### src/logic/gpd_pkg.sv
// Purpose: constants and types for the pin data and set register block
// Assumes: 32-bit register port, word offsets chosen locally
// Notes: mux and direction settings arrive as inputs

package gpd_pkg;

	// ----------------------------------------------------------------
	// Register offsets
	// ----------------------------------------------------------------
	localparam logic [7:0] GPD_OFS_PORT_A_PIN_DATA = 8'h00;
	localparam logic [7:0] GPD_OFS_PORT_B_PIN_DATA = 8'h04;
	localparam logic [7:0] GPD_OFS_ANALOG_PIN_DATA = 8'h08;
	localparam logic [7:0] GPD_OFS_PORT_A_LATCH_SET = 8'h0c;

	// ----------------------------------------------------------------
	// Field layout and reset values
	// ----------------------------------------------------------------
	localparam int GPD_PORT_A_WIDTH = 32;
	localparam int GPD_PORT_B_WIDTH = 7;
	localparam int GPD_ANALOG_WIDTH = 15;
	// Implemented analog bits: 2, 4, 6, 10, 12, 14
	localparam logic [14:0] GPD_ANALOG_MASK = 15'h5454;
	localparam logic [31:0] GPD_LATCH_RESET = 32'h0000_0000;
	localparam logic [31:0] GPD_READ_ZERO = 32'h0000_0000;

	// Decoded register selection
	typedef enum logic [2:0] {
		GPD_SEL_NONE,
		GPD_SEL_A_DATA,
		GPD_SEL_B_DATA,
		GPD_SEL_ANALOG,
		GPD_SEL_A_SET
	} gpd_sel_type;

endpackage : gpd_pkg

### src/logic/gpd_bus_if.sv
// Purpose: carries decoded register access between the block's modules
// Assumes: one clock domain
// Notes: write strobes are single-cycle pulses

`timescale 1ns/1ns

interface gpd_bus_if;
	import gpd_pkg::*;
	logic wr_en;
	logic [31:0] wr_data;
	gpd_sel_type sel;

	modport decoder (output wr_en, output wr_data, output sel);
	modport latch (input wr_en, input wr_data, input sel);
endinterface : gpd_bus_if

### src/logic/gpd_top.sv
// Purpose: pin data registers for port A, port B and analog pins plus port A set
// Assumes: pin levels arrive already qualified and synchronous to clk
// Notes: mux and direction settings are inputs from the configuration block

`timescale 1ns/1ns

// Summary of operation
// - Port A data read returns live level of all 32 pins.
// - Port A data write loads latch; drives only general-purpose outputs.
// - Port B uses bits 6-0; bits 31-7 read zero; reads pin levels.
// - Port B data write loads latch; drives only general-purpose outputs.
// - Data reads after reset show pin levels, not a fixed value.
// - Analog data bits 2,4,6,10,12,14 only; other bits read zero.
// - Analog data write drives pin only when a digital output.
// - Writing one to set register forces port A latch high.
// - Zero bits in set writes change nothing; set register reads zero.
// - Data reads take qualified pin level, never the output latch.
// - Reset clears all latches; latches hold until the next write made with ce high.
module gpd_top
	import gpd_pkg::*;
(
	// Clock, reset, enable
	input wire logic clk,
	input wire logic rst,
	input wire logic ce,
	// Register port
	input wire logic [7:0] addr,
	input wire logic [31:0] wdata,
	input wire logic wr,
	input wire logic rd,
	output logic [31:0] rdata,
	// Qualified pin levels
	input wire logic [31:0] port_a_pin_bits,
	input wire logic [6:0] port_b_pin_bits,
	input wire logic [14:0] analog_pin_bit,
	// Pin configuration, one per pin
	input wire logic [31:0] port_a_function_select,
	input wire logic [31:0] port_a_direction,
	input wire logic [6:0] port_b_function_select,
	input wire logic [6:0] port_b_direction,
	input wire logic [14:0] analog_digital_out,
	// Pin drive
	output logic [31:0] port_a_out,
	output logic [31:0] port_a_oe,
	output logic [6:0] port_b_out,
	output logic [6:0] port_b_oe,
	output logic [14:0] analog_out,
	output logic [14:0] analog_oe
);
	import gpd_pkg::*;

	// ----------------------------------------------------------------
	// Decode and latches
	// ----------------------------------------------------------------
	gpd_bus_if bus ();
	logic [31:0] a_latch;
	logic [6:0] b_latch;
	logic [14:0] an_latch;

	gpd_decode u_dec (
		.addr(addr),
		.wdata(wdata),
		.wr(wr),
		.bus(bus)
	);

	gpd_latch #(.WIDTH(GPD_PORT_A_WIDTH), .MASK(32'hffff_ffff),
		.DATA_SEL(GPD_SEL_A_DATA), .HAS_SET(1'b1)) u_a (
		.clk(clk), .rst(rst), .ce(ce), .bus(bus), .latch_q(a_latch)
	);
	gpd_latch #(.WIDTH(GPD_PORT_B_WIDTH), .MASK(7'h7f),
		.DATA_SEL(GPD_SEL_B_DATA), .HAS_SET(1'b0)) u_b (
		.clk(clk), .rst(rst), .ce(ce), .bus(bus), .latch_q(b_latch)
	);
	gpd_latch #(.WIDTH(GPD_ANALOG_WIDTH), .MASK(GPD_ANALOG_MASK),
		.DATA_SEL(GPD_SEL_ANALOG), .HAS_SET(1'b0)) u_an (
		.clk(clk), .rst(rst), .ce(ce), .bus(bus), .latch_q(an_latch)
	);

	// ----------------------------------------------------------------
	// Read path
	// ----------------------------------------------------------------
	// Pin levels, not latches, so software sees what the board sees
	wire [31:0] rd_a_w = port_a_pin_bits;
	wire [31:0] rd_b_w = {25'h0, port_b_pin_bits};
	wire [31:0] rd_an_w = {17'h0, analog_pin_bit & GPD_ANALOG_MASK};
	wire [31:0] rd_mux_w = (bus.sel == GPD_SEL_A_DATA) ? rd_a_w :
		(bus.sel == GPD_SEL_B_DATA) ? rd_b_w :
		(bus.sel == GPD_SEL_ANALOG) ? rd_an_w :
		GPD_READ_ZERO;

	always_ff @(posedge clk) begin
		if (rst) begin
			rdata <= GPD_READ_ZERO;
		end else if (ce) begin
			rdata <= rd ? rd_mux_w : GPD_READ_ZERO;
		end
	end

	// ----------------------------------------------------------------
	// Pin drive
	// ----------------------------------------------------------------
	// Function select high means general-purpose use of the pin
	wire [31:0] a_oe_w = port_a_function_select & port_a_direction;
	wire [6:0] b_oe_w = port_b_function_select & port_b_direction;
	wire [14:0] an_oe_w = analog_digital_out & GPD_ANALOG_MASK;

	// Registered drive adds one cycle of latency after the latch moves
	always_ff @(posedge clk) begin
		if (rst) begin
			port_a_out <= GPD_LATCH_RESET;
			port_a_oe <= GPD_LATCH_RESET;
		end else if (ce) begin
			port_a_out <= a_latch;
			port_a_oe <= a_oe_w;
		end
	end

	always_ff @(posedge clk) begin
		if (rst) begin
			port_b_out <= GPD_LATCH_RESET[6:0];
			port_b_oe <= GPD_LATCH_RESET[6:0];
		end else if (ce) begin
			port_b_out <= b_latch;
			port_b_oe <= b_oe_w;
		end
	end

	always_ff @(posedge clk) begin
		if (rst) begin
			analog_out <= GPD_LATCH_RESET[14:0];
			analog_oe <= GPD_LATCH_RESET[14:0];
		end else if (ce) begin
			analog_out <= an_latch;
			analog_oe <= an_oe_w;
		end
	end

	// ----------------------------------------------------------------
	// Checks
	// ----------------------------------------------------------------
	a_read_pin_a: assert property (@(posedge clk) disable iff (rst)
		(ce && rd && bus.sel == GPD_SEL_A_DATA) |=> rdata == $past(port_a_pin_bits))
		else $error("port A read not pin level");
	b_read_reserved_a: assert property (@(posedge clk) disable iff (rst)
		(ce && rd && bus.sel == GPD_SEL_B_DATA) |=> rdata[31:7] == 25'h0)
		else $error("port B reserved bits not zero");
	analog_read_mask_a: assert property (@(posedge clk) disable iff (rst)
		(ce && rd) |=> ($past(bus.sel) != GPD_SEL_ANALOG) ||
		((rdata & ~{17'h0, GPD_ANALOG_MASK}) == 32'h0))
		else $error("analog reserved bits not zero");
	set_reads_zero_a: assert property (@(posedge clk) disable iff (rst)
		(ce && rd && bus.sel == GPD_SEL_A_SET) |=> rdata == 32'h0)
		else $error("set register read nonzero");
	a_write_drive_a: assert property (@(posedge clk) disable iff (rst)
		(ce && wr && bus.sel == GPD_SEL_A_DATA) ##1 ce |=> port_a_out == $past(wdata, 2))
		else $error("port A write not driven");
	b_write_drive_a: assert property (@(posedge clk) disable iff (rst)
		(ce && wr && bus.sel == GPD_SEL_B_DATA) ##1 (ce && !wr) |=>
		port_b_out == $past(wdata[6:0], 2))
		else $error("port B write not driven");
	set_forces_high_a: assert property (@(posedge clk) disable iff (rst)
		(ce && wr && bus.sel == GPD_SEL_A_SET) ##1 ce |=>
		((port_a_out & $past(wdata, 2)) == $past(wdata, 2)))
		else $error("set write did not raise latch");
	oe_gate_a: assert property (@(posedge clk) disable iff (rst)
		ce |=> analog_oe == ($past(analog_digital_out) & GPD_ANALOG_MASK))
		else $error("analog enable not gated");
	read_idle_a: assert property (@(posedge clk) disable iff (rst)
		(ce && !rd) |=> rdata == 32'h0)
		else $error("read data outside read cycle");

	// ----------------------------------------------------------------
	// Latch and drive checks
	// ----------------------------------------------------------------
	// Each latch moves only for its own strobe
	a_data_latch_a: assert property (@(posedge clk) disable iff (rst)
		(ce && wr && bus.sel == GPD_SEL_A_DATA) |=> a_latch == $past(wdata))
		else $error("port A latch not loaded");

	b_data_latch_a: assert property (@(posedge clk) disable iff (rst)
		(ce && wr && bus.sel == GPD_SEL_B_DATA) |=> b_latch == $past(wdata[6:0]))
		else $error("port B latch not loaded");

	an_data_latch_a: assert property (@(posedge clk) disable iff (rst)
		(ce && wr && bus.sel == GPD_SEL_ANALOG) |=>
		an_latch == ($past(wdata[14:0]) & GPD_ANALOG_MASK))
		else $error("analog latch not loaded");

	a_set_latch_a: assert property (@(posedge clk) disable iff (rst)
		(ce && wr && bus.sel == GPD_SEL_A_SET) |=>
		a_latch == ($past(a_latch) | $past(wdata)))
		else $error("set write did not merge into latch");

	set_scope_a: assert property (@(posedge clk) disable iff (rst)
		(ce && wr && bus.sel == GPD_SEL_A_SET) |=>
		(b_latch == $past(b_latch)) && (an_latch == $past(an_latch)))
		else $error("set write touched another port");

	a_wr_local_a: assert property (@(posedge clk) disable iff (rst)
		(ce && wr && bus.sel == GPD_SEL_A_DATA) |=>
		(b_latch == $past(b_latch)) && (an_latch == $past(an_latch)))
		else $error("port A write touched another port");

	b_wr_local_a: assert property (@(posedge clk) disable iff (rst)
		(ce && wr && bus.sel == GPD_SEL_B_DATA) |=>
		(a_latch == $past(a_latch)) && (an_latch == $past(an_latch)))
		else $error("port B write touched another port");

	// Writes outside the map must not disturb any latch
	unmapped_write_a: assert property (@(posedge clk) disable iff (rst)
		(ce && wr && bus.sel == GPD_SEL_NONE) |=>
		(a_latch == $past(a_latch)) && (b_latch == $past(b_latch)) &&
		(an_latch == $past(an_latch)))
		else $error("unmapped write changed a latch");

	read_no_side_a: assert property (@(posedge clk) disable iff (rst)
		(ce && rd && !wr) |=>
		(a_latch == $past(a_latch)) && (b_latch == $past(b_latch)) &&
		(an_latch == $past(an_latch)))
		else $error("read disturbed a latch");

	a_out_follow_a: assert property (@(posedge clk) disable iff (rst)
		ce |=> port_a_out == $past(a_latch))
		else $error("port A drive not from latch");

	b_out_follow_a: assert property (@(posedge clk) disable iff (rst)
		ce |=> port_b_out == $past(b_latch))
		else $error("port B drive not from latch");

	an_out_follow_a: assert property (@(posedge clk) disable iff (rst)
		ce |=> analog_out == $past(an_latch))
		else $error("analog drive not from latch");

	a_oe_gate_a: assert property (@(posedge clk) disable iff (rst)
		ce |=>
		port_a_oe == $past(port_a_function_select & port_a_direction))
		else $error("port A enable not gated");

	b_oe_gate_a: assert property (@(posedge clk) disable iff (rst)
		ce |=>
		port_b_oe == $past(port_b_function_select & port_b_direction))
		else $error("port B enable not gated");

	a_gp_only_a: assert property (@(posedge clk) disable iff (rst)
		ce |=> (port_a_oe & ~$past(port_a_function_select)) == 32'h0)
		else $error("port A driven without general-purpose function");

	b_gp_only_a: assert property (@(posedge clk) disable iff (rst)
		ce |=> (port_b_oe & ~$past(port_b_function_select)) == 7'h0)
		else $error("port B driven without general-purpose function");

	an_write_drive_a: assert property (@(posedge clk) disable iff (rst)
		(ce && wr && bus.sel == GPD_SEL_ANALOG) ##1 ce |=>
		analog_out == ($past(wdata[14:0], 2) & GPD_ANALOG_MASK))
		else $error("analog write not driven");

	// ----------------------------------------------------------------
	// Read checks
	// ----------------------------------------------------------------
	// Read data reflect the pins as sampled at the strobe edge
	b_read_pin_a: assert property (@(posedge clk) disable iff (rst)
		(ce && rd && bus.sel == GPD_SEL_B_DATA) |=> rdata[6:0] == $past(port_b_pin_bits))
		else $error("port B read not pin level");

	an_read_pin_a: assert property (@(posedge clk) disable iff (rst)
		(ce && rd && bus.sel == GPD_SEL_ANALOG) |=>
		rdata[14:0] == ($past(analog_pin_bit) & GPD_ANALOG_MASK))
		else $error("analog read not pin level");

	unmapped_read_a: assert property (@(posedge clk) disable iff (rst)
		(ce && rd && bus.sel == GPD_SEL_NONE) |=> rdata == 32'h0)
		else $error("unmapped read nonzero");

	// ----------------------------------------------------------------
	// Reset and enable checks
	// ----------------------------------------------------------------
	// Reset wins over the enable, so the reset checks ignore ce
	reset_latch_a: assert property (@(posedge clk)
		rst |=> (a_latch == 32'h0) && (b_latch == 7'h0) && (an_latch == 15'h0) &&
		(rdata == 32'h0))
		else $error("reset left a latch set");

	reset_drive_a: assert property (@(posedge clk)
		rst |=> (port_a_out == 32'h0) && (port_a_oe == 32'h0) &&
		(port_b_out == 7'h0) && (port_b_oe == 7'h0) &&
		(analog_out == 15'h0) && (analog_oe == 15'h0))
		else $error("reset left a pin driven");

	freeze_latch_a: assert property (@(posedge clk) disable iff (rst)
		!ce |=> $stable(a_latch) && $stable(b_latch) && $stable(an_latch))
		else $error("latch moved while disabled");

	freeze_drive_a: assert property (@(posedge clk) disable iff (rst)
		!ce |=> $stable(port_a_out) && $stable(port_a_oe) && $stable(port_b_out) &&
		$stable(port_b_oe) && $stable(analog_out) && $stable(analog_oe))
		else $error("pin drive moved while disabled");

	freeze_read_a: assert property (@(posedge clk) disable iff (rst)
		!ce |=> $stable(rdata))
		else $error("read data moved while disabled");

	cov_set_c: cover property (@(posedge clk) ce && wr && bus.sel == GPD_SEL_A_SET);
	cov_b_rd_c: cover property (@(posedge clk) ce && rd && bus.sel == GPD_SEL_B_DATA);
	cov_an_wr_c: cover property (@(posedge clk) ce && wr && bus.sel == GPD_SEL_ANALOG);
	cov_ce_low_c: cover property (@(posedge clk) !ce && wr);
	cov_a_rd_c: cover property (@(posedge clk) ce && rd && bus.sel == GPD_SEL_A_DATA);
endmodule : gpd_top

### src/logic/gpd_decode.sv
// Purpose: decodes the register port address into a register selection
// Assumes: strobes are one cycle long and never together
// Notes: purely combinational

`timescale 1ns/1ns

module gpd_decode
	import gpd_pkg::*;
(
	// Register port
	input wire logic [7:0] addr,
	input wire logic [31:0] wdata,
	input wire logic wr,
	// Decoded access
	gpd_bus_if.decoder bus
);
	wire gpd_sel_type sel_w;

	assign sel_w = (addr == GPD_OFS_PORT_A_PIN_DATA) ? GPD_SEL_A_DATA :
		(addr == GPD_OFS_PORT_B_PIN_DATA) ? GPD_SEL_B_DATA :
		(addr == GPD_OFS_ANALOG_PIN_DATA) ? GPD_SEL_ANALOG :
		(addr == GPD_OFS_PORT_A_LATCH_SET) ? GPD_SEL_A_SET : GPD_SEL_NONE;
	assign bus.sel = sel_w;
	assign bus.wr_en = wr;
	assign bus.wr_data = wdata;
endmodule : gpd_decode

### src/logic/gpd_latch.sv
// Purpose: one output latch bank, loaded by data writes and set writes
// Assumes: only port A owns a set register
// Notes: unimplemented bits never leave zero

`timescale 1ns/1ns

module gpd_latch
	import gpd_pkg::*;
#(
	parameter int WIDTH = 32,
	parameter logic [WIDTH-1:0] MASK = '1,
	parameter gpd_sel_type DATA_SEL = GPD_SEL_A_DATA,
	parameter logic HAS_SET = 1'b0
) (
	// Clock and reset
	input wire logic clk,
	input wire logic rst,
	input wire logic ce,
	// Access
	gpd_bus_if.latch bus,
	// Latch contents
	output logic [WIDTH-1:0] latch_q
);
	logic [WIDTH-1:0] latch_d;
	wire data_wr_w;
	wire set_wr_w;

	assign data_wr_w = bus.wr_en && (bus.sel == DATA_SEL);
	assign set_wr_w = HAS_SET && bus.wr_en && (bus.sel == GPD_SEL_A_SET);

	// One shared latch for data and set paths
	always_comb begin
		latch_d = latch_q;
		if (data_wr_w) begin
			latch_d = bus.wr_data[WIDTH-1:0] & MASK;
		end
		if (set_wr_w) begin
			latch_d = latch_q | (bus.wr_data[WIDTH-1:0] & MASK);
		end
	end

	always_ff @(posedge clk) begin
		if (rst) begin
			latch_q <= GPD_LATCH_RESET[WIDTH-1:0];
		end else if (ce) begin
			latch_q <= latch_d;
		end
	end

	latch_holds_a: assert property (@(posedge clk) disable iff (rst)
		(ce && !data_wr_w && !set_wr_w) |=> latch_q == $past(latch_q))
		else $error("latch changed without a write");
	set_no_clear_a: assert property (@(posedge clk) disable iff (rst)
		(ce && set_wr_w) |=> ((latch_q & $past(latch_q)) == $past(latch_q)))
		else $error("set write cleared a latch bit");
endmodule : gpd_latch

### config.mk
export PLATFORM = sky130hd
export DESIGN_NAME = gpd_top
export DESIGN_NICKNAME = d
export VERILOG_FILES = /design/src/logic/gpd_pkg.sv /design/src/logic/gpd_bus_if.sv /design/src/logic/gpd_top.sv /design/src/logic/gpd_decode.sv /design/src/logic/gpd_latch.sv
export SDC_FILE = /design/constraint.sdc
export NUM_CORES = 1
export LEC_CHECK = 0
export BUFFER_PORTS_ARGS = -buffer_cell sky130_fd_sc_hd__buf_2
export CORE_ASPECT_RATIO = 0.75
export CORE_MARGIN = 2
export CORE_UTILIZATION = 35
export CTS_CLUSTER_DIAMETER = 60
export DETAILED_ROUTE_END_ITERATION = 10
export PLACE_DENSITY = 0.62
export SLEW_MARGIN = 30
export SYNTH_ARGS = -nofsm -noshare
export SYNTH_HDL_FRONTEND = slang
export SYNTH_SLANG_ARGS = --single-unit
### constraint.sdc
create_clock -name clk -period 2.9 [get_ports clk]
set_clock_uncertainty 0.15 [all_clocks]
set_input_delay 0.435 -clock clk [delete_from_list [all_inputs] [get_ports clk]]
set_output_delay 0.435 -clock clk [all_outputs]
set_load 0.1 [all_outputs]
# Word-level counts from Yosys, hierarchy flattened
# Index checks and enable logic that the tools add are counted.
[totals]
register_bits = 167
inputBits = 192
out_inout_bits = 140
wordCells = 39
[classes]
n_eq_ne = 7
n_mux = 10
n_bitwise = 3
n_reduce_logical = 9
[op_table]
columns = ["cell", "n"]
rows = [
  ["$mux 32", 4],
  ["$and 32x32->32", 1],
  ["$or 32x32->32", 1],
  ["$mux 15", 2],
  ["$eq 8x4->1 const B", 2],
  ["$mux 3", 4],
  ["$eq 8x3->1 const B", 1],
  ["$logic_not 8->1", 1],
  ["$and 7x7->7", 1],
  ["$eq 3x2->1 const B", 2],
  ["$reduce_and 2->1", 3],
  ["$logic_and 1x1->1", 4],
  ["$eq 3x1->1 const B", 1],
  ["$eq 3x3->1 const B", 1],
  ["$reduce_bool 2->1", 1],
]

# Depth between registers and ports, before layout
[logic_depth]
ltp_word = 10
depth_mapped = 6

# Hierarchy
# Synthesis repeated with hierarchy kept, for this count alone.
[hier_totals]
cells_unflattened = 678
hier_area_um2 = 6854.1
[by_module_without_submodules]
columns = ["mod", "instances", "cells_each", "area_per_inst_um2"]
rows = [
  ["gpd_top", 1, 496, 4778.3],
  ["gpd_latch at u_a", 1, 75, 1068.5],
  ["gpd_latch at u_an", 1, 37, 371.6],
  ["gpd_latch at u_b", 1, 31, 345.3],
  ["gpd_decode", 1, 39, 290.3],
]

# Worst setup path before layout
# OpenSTA, ideal clock, no wires.
[synth_path]
kind = "input-to-reg"
from = "input port addr[5]"
to = "register u_a.latch_q[10]"
arrival_ns = 1.780
required_ns = 2.691
setup_slack_ns = 0.912
stages = 5
cell_sequence = "or4_1 > buf_2 > nor4_4 > buf_6 > a22o_1"
[synth_via]
elab_chain_cells = 9
[synth_lines]
columns = ["element", "line_no", "text"]
rows = [
  ["start, declared", "gpd_top.sv:27", "input wire logic [7:0] addr,"],
  ["$eq 8x4->1", "gpd_decode.sv:22", "(addr == GPD_OFS_PORT_A_LATCH_SET) ? GPD_SEL_A_SET : GPD_SEL_NONE;"],
  ["$mux 3", "gpd_decode.sv:22", ""],
  ["$mux 3", "gpd_decode.sv:21", "(addr == GPD_OFS_ANALOG_PIN_DATA) ? GPD_SEL_ANALOG :"],
  ["$mux 3", "gpd_decode.sv:20", "(addr == GPD_OFS_PORT_B_PIN_DATA) ? GPD_SEL_B_DATA :"],
  ["$mux 3 (*)", "gpd_decode.sv:19", "assign sel_w = (addr == GPD_OFS_PORT_A_PIN_DATA) ? GPD_SEL_A_DATA :"],
  ["$eq 3x3->1 / $eq 3x1->1 (equally long branches)", "gpd_latch.sv:29, gpd_latch.sv:28", ""],
  ["$logic_and 1x1->1 (on tied branches)", "gpd_latch.sv:29, gpd_latch.sv:28", ""],
  ["$reduce_bool 2->1 (no line)", "--", ""],
  ["$reduce_and 2->1 (no line)", "--", ""],
  ["end signal, assigned", "gpd_latch.sv:44", "latch_q <= GPD_LATCH_RESET[WIDTH-1:0];"],
  ["end signal, assigned", "gpd_latch.sv:46", "latch_q <= latch_d;"],
  ["end, declared", "gpd_latch.sv:22", "output logic [WIDTH-1:0] latch_q"],
]
# Mark *: on every way between the ends. The rest lies on a longest branch, timed or not.
# A chain may end at the register's enable or synchronous reset.

# Worst setup path after layout
[layout_path]
from = "input port ce"
to = "register u_a.latch_q[15]"
[layout_via]
elab_chain_cells = 1
[layout_lines]
columns = ["element", "line_no", "text"]
rows = [
  ["start, declared", "gpd_top.sv:25", "input wire logic ce,"],
  ["$reduce_and 2->1 (no line)", "--", ""],
]
# No other way between the ends.

==> report_table.html <==
<table>
<tr><th>Metric</th><th>Value</th></tr>
<tr><th colspan="2">Timing</th></tr>
<tr><td>Slew at the pin closest to its max-slew limit</td><td>0.7178 ns</td></tr>
<tr><td>Max Transition Viols Final</td><td>0</td></tr>
<tr><td>Final hold violation count</td><td>0</td></tr>
<tr><td>Final-report setup violation count</td><td>0</td></tr>
<tr><td>Total negative slack</td><td>0 ns</td></tr>
<tr><td>Final period util</td><td>65.18%</td></tr>
<tr><td>Post-layout min period</td><td>1.890 ns</td></tr>
<tr><td>Unrepaired setup endpoints after global routing</td><td>false</td></tr>
<tr><td>Max transition margin</td><td>52.04%</td></tr>
<tr><td>Fmax</td><td>529.1 MHz</td></tr>
<tr><th colspan="2">Clocking</th></tr>
<tr><td>Post-cts gate resize count</td><td>0</td></tr>
<tr><td>Maximum clock insertion buffer count</td><td>2</td></tr>
<tr><td>Source-to-sink clock delay at the later pin of the worst-skew pair</td><td>0.43 ns</td></tr>
<tr><td>Hold-fix buffers at CTS</td><td>0</td></tr>
<tr><td>TritonCTS clock tree</td><td>yes</td></tr>
<tr><td>Clock root buffer master</td><td>sky130_fd_sc_hd__clkbuf_16</td></tr>
<tr><td>Maximum level of the CTS H-tree</td><td>4</td></tr>
<tr><td>TritonCTS Buffers</td><td>17</td></tr>
<tr><td>Clock edge transition at the registers on the reported setup and hold paths</td><td>0.07 ns</td></tr>
<tr><td>Post-CTS Repair Setup Buffers</td><td>0</td></tr>
<tr><td>Total number of clock tree sinks</td><td>167</td></tr>
<tr><th colspan="2">Synthesis</th></tr>
<tr><td>Adder-cell share of the synthesized area</td><td>0%</td></tr>
<tr><td>Ys Warns</td><td>0</td></tr>
<tr><td>Flip-flop and latch count after synthesis</td><td>167</td></tr>
<tr><td>Largest area contributor in the synthesized netlist</td><td>sky130_fd_sc_hd__dfxtp_1</td></tr>
<tr><td>Top-area cell type share of the netlist area</td><td>54.17%</td></tr>
<tr><td>Fraction of synthesized cell area in xor and xnor cells</td><td>0.1419%</td></tr>
<tr><td>Post-Synthesis Cells</td><td>608</td></tr>
<tr><td>FFs w/ async S/R, synth</td><td>0%</td></tr>
<tr><td>Count of distinct cell types in the synthesized netlist</td><td>33</td></tr>
<tr><td>Most frequently used flop master after synthesis</td><td>sky130_fd_sc_hd__dfxtp_1</td></tr>
<tr><td>Multiplexer area fraction after synthesis</td><td>9.406%</td></tr>
<tr><td>Most numerous cell types in the synthesized netlist</td><td>167 x sky130_fd_sc_hd__dfxtp_1, 58 x sky130_fd_sc_hd__mux2i_1, 57 x sky130_fd_sc_hd__a22o_1, 53 x sky130_fd_sc_hd__nor2_1, 52 x sky130_fd_sc_hd__a21oi_1</td></tr>
<tr><td>Main area contributors after synthesis</td><td>sky130_fd_sc_hd__dfxtp_1 54%, sky130_fd_sc_hd__mux2i_1 9.4%, sky130_fd_sc_hd__a22o_1 8.1%</td></tr>
<tr><td>Largest family of logic cells by synthesized area</td><td>simple AND/OR/NAND/NOR gates</td></tr>
<tr><td>Compound-gate portion of the synthesized area</td><td>14.96%</td></tr>
<tr><td>Post-Synthesis Cell Area</td><td>6172 um^2</td></tr>
<tr><td>Synthesized area divided by synthesized cell count</td><td>10.15 um^2</td></tr>
<tr><td>Most frequent cell after synthesis</td><td>sky130_fd_sc_hd__dfxtp_1</td></tr>
<tr><td>EDFF count, synth</td><td>0</td></tr>
<tr><td>Area fraction in and, or, nand and nor cells after synthesis</td><td>15.18%</td></tr>
<tr><td>Sequential fraction of the synthesis area</td><td>54.17%</td></tr>
<tr><th colspan="2">Cells and area</th></tr>
<tr><td>Total Nets Final</td><td>1,076</td></tr>
<tr><td>Diodes inserted</td><td>0</td></tr>
<tr><td>Count of non-filler cells in the finished layout</td><td>1,139</td></tr>
<tr><td>Fraction of layout instances using a drive strength above 1</td><td>38.57%</td></tr>
<tr><td>Area Overhead vs Synth</td><td>36.23%</td></tr>
<tr><th colspan="2">Detailed routing</th></tr>
<tr><td>Met3 routed wirelength</td><td>1178 um</td></tr>
<tr><td>Total via count in the routed design</td><td>5,306</td></tr>
<tr><td>Uppermost layer routed</td><td>met5</td></tr>
<tr><td>Total Routed Length</td><td>17,100 um</td></tr>
<tr><td>Number of vias per cell</td><td>4.658</td></tr>
<tr><td>Initial DRC count</td><td>255</td></tr>
<tr><td>Antenna viol nets, final</td><td>0</td></tr>
<tr><td>Sum of met2 wire segment lengths after detailed routing</td><td>7914 um</td></tr>
<tr><td>Remaining design rule violation count</td><td>0</td></tr>
<tr><td>Routed metal-1 wirelength</td><td>7785 um</td></tr>
<tr><td>Routed WL per cell</td><td>15.01 um</td></tr>
<tr><td>Number of iterations in the first detailed-routing pass</td><td>4</td></tr>
<tr><th colspan="2">Power and ir drop</th></tr>
<tr><td>Maximum resistive drop on vdd</td><td>355.3 uV</td></tr>
<tr><td>Total power density per cell area</td><td>623.8 nW/um^2</td></tr>
<tr><td>Leakage power</td><td>3.979 nW</td></tr>
<tr><th colspan="2">Floorplan</th></tr>
<tr><td>Die Footprint</td><td>18,720 um^2</td></tr>
<tr><td>Number of primary I/O pins</td><td>332</td></tr>
<tr><td>Site row count</td><td>42</td></tr>
<tr><td>Core footprint</td><td>17,450 um^2</td></tr>
<tr><td>Starting utilization of the core area</td><td>35.38%</td></tr>
<tr><td>Vertical die dimension</td><td>119.0 um</td></tr>
<tr><td>Die boundary width</td><td>157.3 um</td></tr>
<tr><th colspan="2">Worst setup path</th></tr>
<tr><td>Element type at the critical path start</td><td>primary input</td></tr>
<tr><td>Slowest Stage Delay on Critical Path</td><td>0.61 ns</td></tr>
<tr><td>Data required time at the worst endpoint</td><td>3.11 ns</td></tr>
<tr><td>Endpoint of the worst register-to-register path</td><td>port_a_out[22]$_SDFFE_PP0P_</td></tr>
<tr><td>Setup slack of the most critical reg-to-reg path</td><td>2.06 ns</td></tr>
<tr><td>Number of buffers and inverters on the critical path</td><td>2</td></tr>
<tr><td>Crit path capture type</td><td>register</td></tr>
<tr><td>Launching point of the worst reg2reg path</td><td>u_a.latch_q[22]$_SDFFE_PP0P_</td></tr>
<tr><td>Crit-path leading delay family</td><td>simple AND/OR/NAND/NOR gates</td></tr>
<tr><td>Cell occurring most often along the worst timing path</td><td>sky130_fd_sc_hd__buf_4</td></tr>
<tr><td>Type of the setup path with the least slack</td><td>in -&gt; reg</td></tr>
<tr><td>Cell with the biggest individual delay on the critical path</td><td>sky130_fd_sc_hd__or3b_2</td></tr>
<tr><td>Count of cells along the worst register-to-register path</td><td>2</td></tr>
<tr><td>Worst-path maximum fanout</td><td>21</td></tr>
<tr><td>Data arrival time of the worst path</td><td>2.10 ns</td></tr>
<tr><td>Cell-by-cell listing of the critical path</td><td>buf_4, or3b_2, nor4_4, buf_4, a22o_1</td></tr>
<tr><th colspan="2">GRT</th></tr>
<tr><td>GRT Util Overall</td><td>17.91%</td></tr>
<tr><td>Via count of the first global-routing pass</td><td>5,137</td></tr>
<tr><td>Total congestion overflow</td><td>0</td></tr>
<tr><td>Global-route wire length before repair</td><td>26,210 um</td></tr>
<tr><td>Number of antenna violations at the first check in global routing</td><td>2</td></tr>
<tr><td>Maximum number of pins on one net before global-route repair</td><td>118</td></tr>
<tr><th colspan="2">Placed design</th></tr>
<tr><td>Placed cell count</td><td>1,107</td></tr>
<tr><td>Port-buffer cells</td><td>295</td></tr>
<tr><td>Post-detail-place hpwl</td><td>12,110 um</td></tr>
<tr><td>Final weighted congestion in routability-driven placement</td><td>0.7719</td></tr>
<tr><th colspan="2">Run</th></tr>
<tr><td>Max Cap Violations</td><td>0</td></tr>
<tr><th colspan="2">Worst hold path</th></tr>
<tr><td>Worst hold path class</td><td>in -&gt; reg</td></tr>
<tr><td>Hold path startpoint</td><td>wdata[26]</td></tr>
<tr><td>Worst hold endpoint</td><td>u_a.latch_q[26]$_SDFFE_PP0P_</td></tr>
<tr><td>Cells on Worst Hold Path</td><td>2</td></tr>
<tr><th colspan="2">Status</th></tr>
<tr><td>Run status</td><td>complete, no violations</td></tr>
</table>
cell type report:
type                    instances  area, um^2
well taps                     242       302.8
clock buffers                  20       456.7
clock inverters                12       140.1
repair buffers                308        1599
fillers                      1743        9039
multi-input cells             386        2551
flip-flops and latches        167        3343
inverters                       4       15.01
cell usage in the layout (no fill, tap or decap), drive strengths merged, types with 3 or more instances in the layout:
master	count
a21oi	52
a22o	57
buf	308
clkbuf	20
clkinv	3
clkinvlp	3
conb	18
dfxtp	167
inv	8
mux2i	58
nand2	8
nand2b	40
nand3	39
nand3b	4
nand4	18
nor2	53
o211ai	3
o21ai	7
o31ai	13
registers in the layout, summed over array words and instances (netlist names):
| register | cells |
|---|---|
| u_b.latch_q | 7 |
| port_b_out | 7 |
| port_a_oe | 32 |
| analog_out | 6 |
| port_b_oe | 7 |
| rdata | 32 |
| u_a.latch_q | 32 |
| port_a_out | 32 |
| analog_oe | 6 |
| u_an.latch_q | 6 |
stage by stage:
| step | setup slack [ns] | cell area [um^2] | utilization [%] | power [W] | hold slack [ns] |
|---|---|---|---|---|---|
| 3_3_place_gp | 0.4916 | 7796 | 44.69 | 0.003007 | 0.2797 |
| 2_1_floorplan | 0.9117 | 6236 | - | 0.002839 | 0.2937 |
| 3_5_place_dp | 0.5889 | 7811 | 44.77 | 0.003013 | 0.2911 |
| 6_report | 1.010 | 8408 | 48.19 | 0.005245 | 0.06237 |
| 4_1_cts | 1.031 | 8408 | 48.19 | 0.005299 | 0.04392 |
| 5_1_grt | 0.9553 | 8408 | 48.19 | 0.005438 | 0.04371 |
worst max path at each step:
| stage | startpoint | cells after the start | end |
|---|---|---|---|
| after CTS | ce | 5 | u_a.latch_q[15]$_SDFFE_PP0P_ |
| after detailed placement | ce | 5 | u_a.latch_q[7]$_SDFFE_PP0P_ |
| after floorplan | addr[5] | 5 | u_a.latch_q[10]$_SDFFE_PP0P_ |
| after global placement | ce | 4 | u_a.latch_q[19]$_SDFFE_PP0P_ |
| final | ce | 5 | u_a.latch_q[15]$_SDFFE_PP0P_ |
| after global routing | ce | 5 | u_a.latch_q[19]$_SDFFE_PP0P_ |
metal layers:
metal / GRT usage, % / vias to the layer above
li1: - / 2677
met1: 22.40 / 2441
met2: 29.75 / 165
met3: 5.968 / 21
met4: 4.318 / 2
met5: 0 / -
power breakdown:
part	leakage, nW	switching [W]	internal, W
logic	2.34	0.000464	0.000164
clock network	0.284	0.000959	0.00133
registers	1.35	0.0000125	0.00232
total	3.98	0.00143	0.00381
cells by family after synthesis:
kind of cell	count (synthesis)
and+or+nand+nor	176
DFF	167
AOI/OAI and AO/OA	133
buffers and inverters	72
muxes	58
xor gates and xnor gates	1
other	1
(Power assumes the default switching activity.)
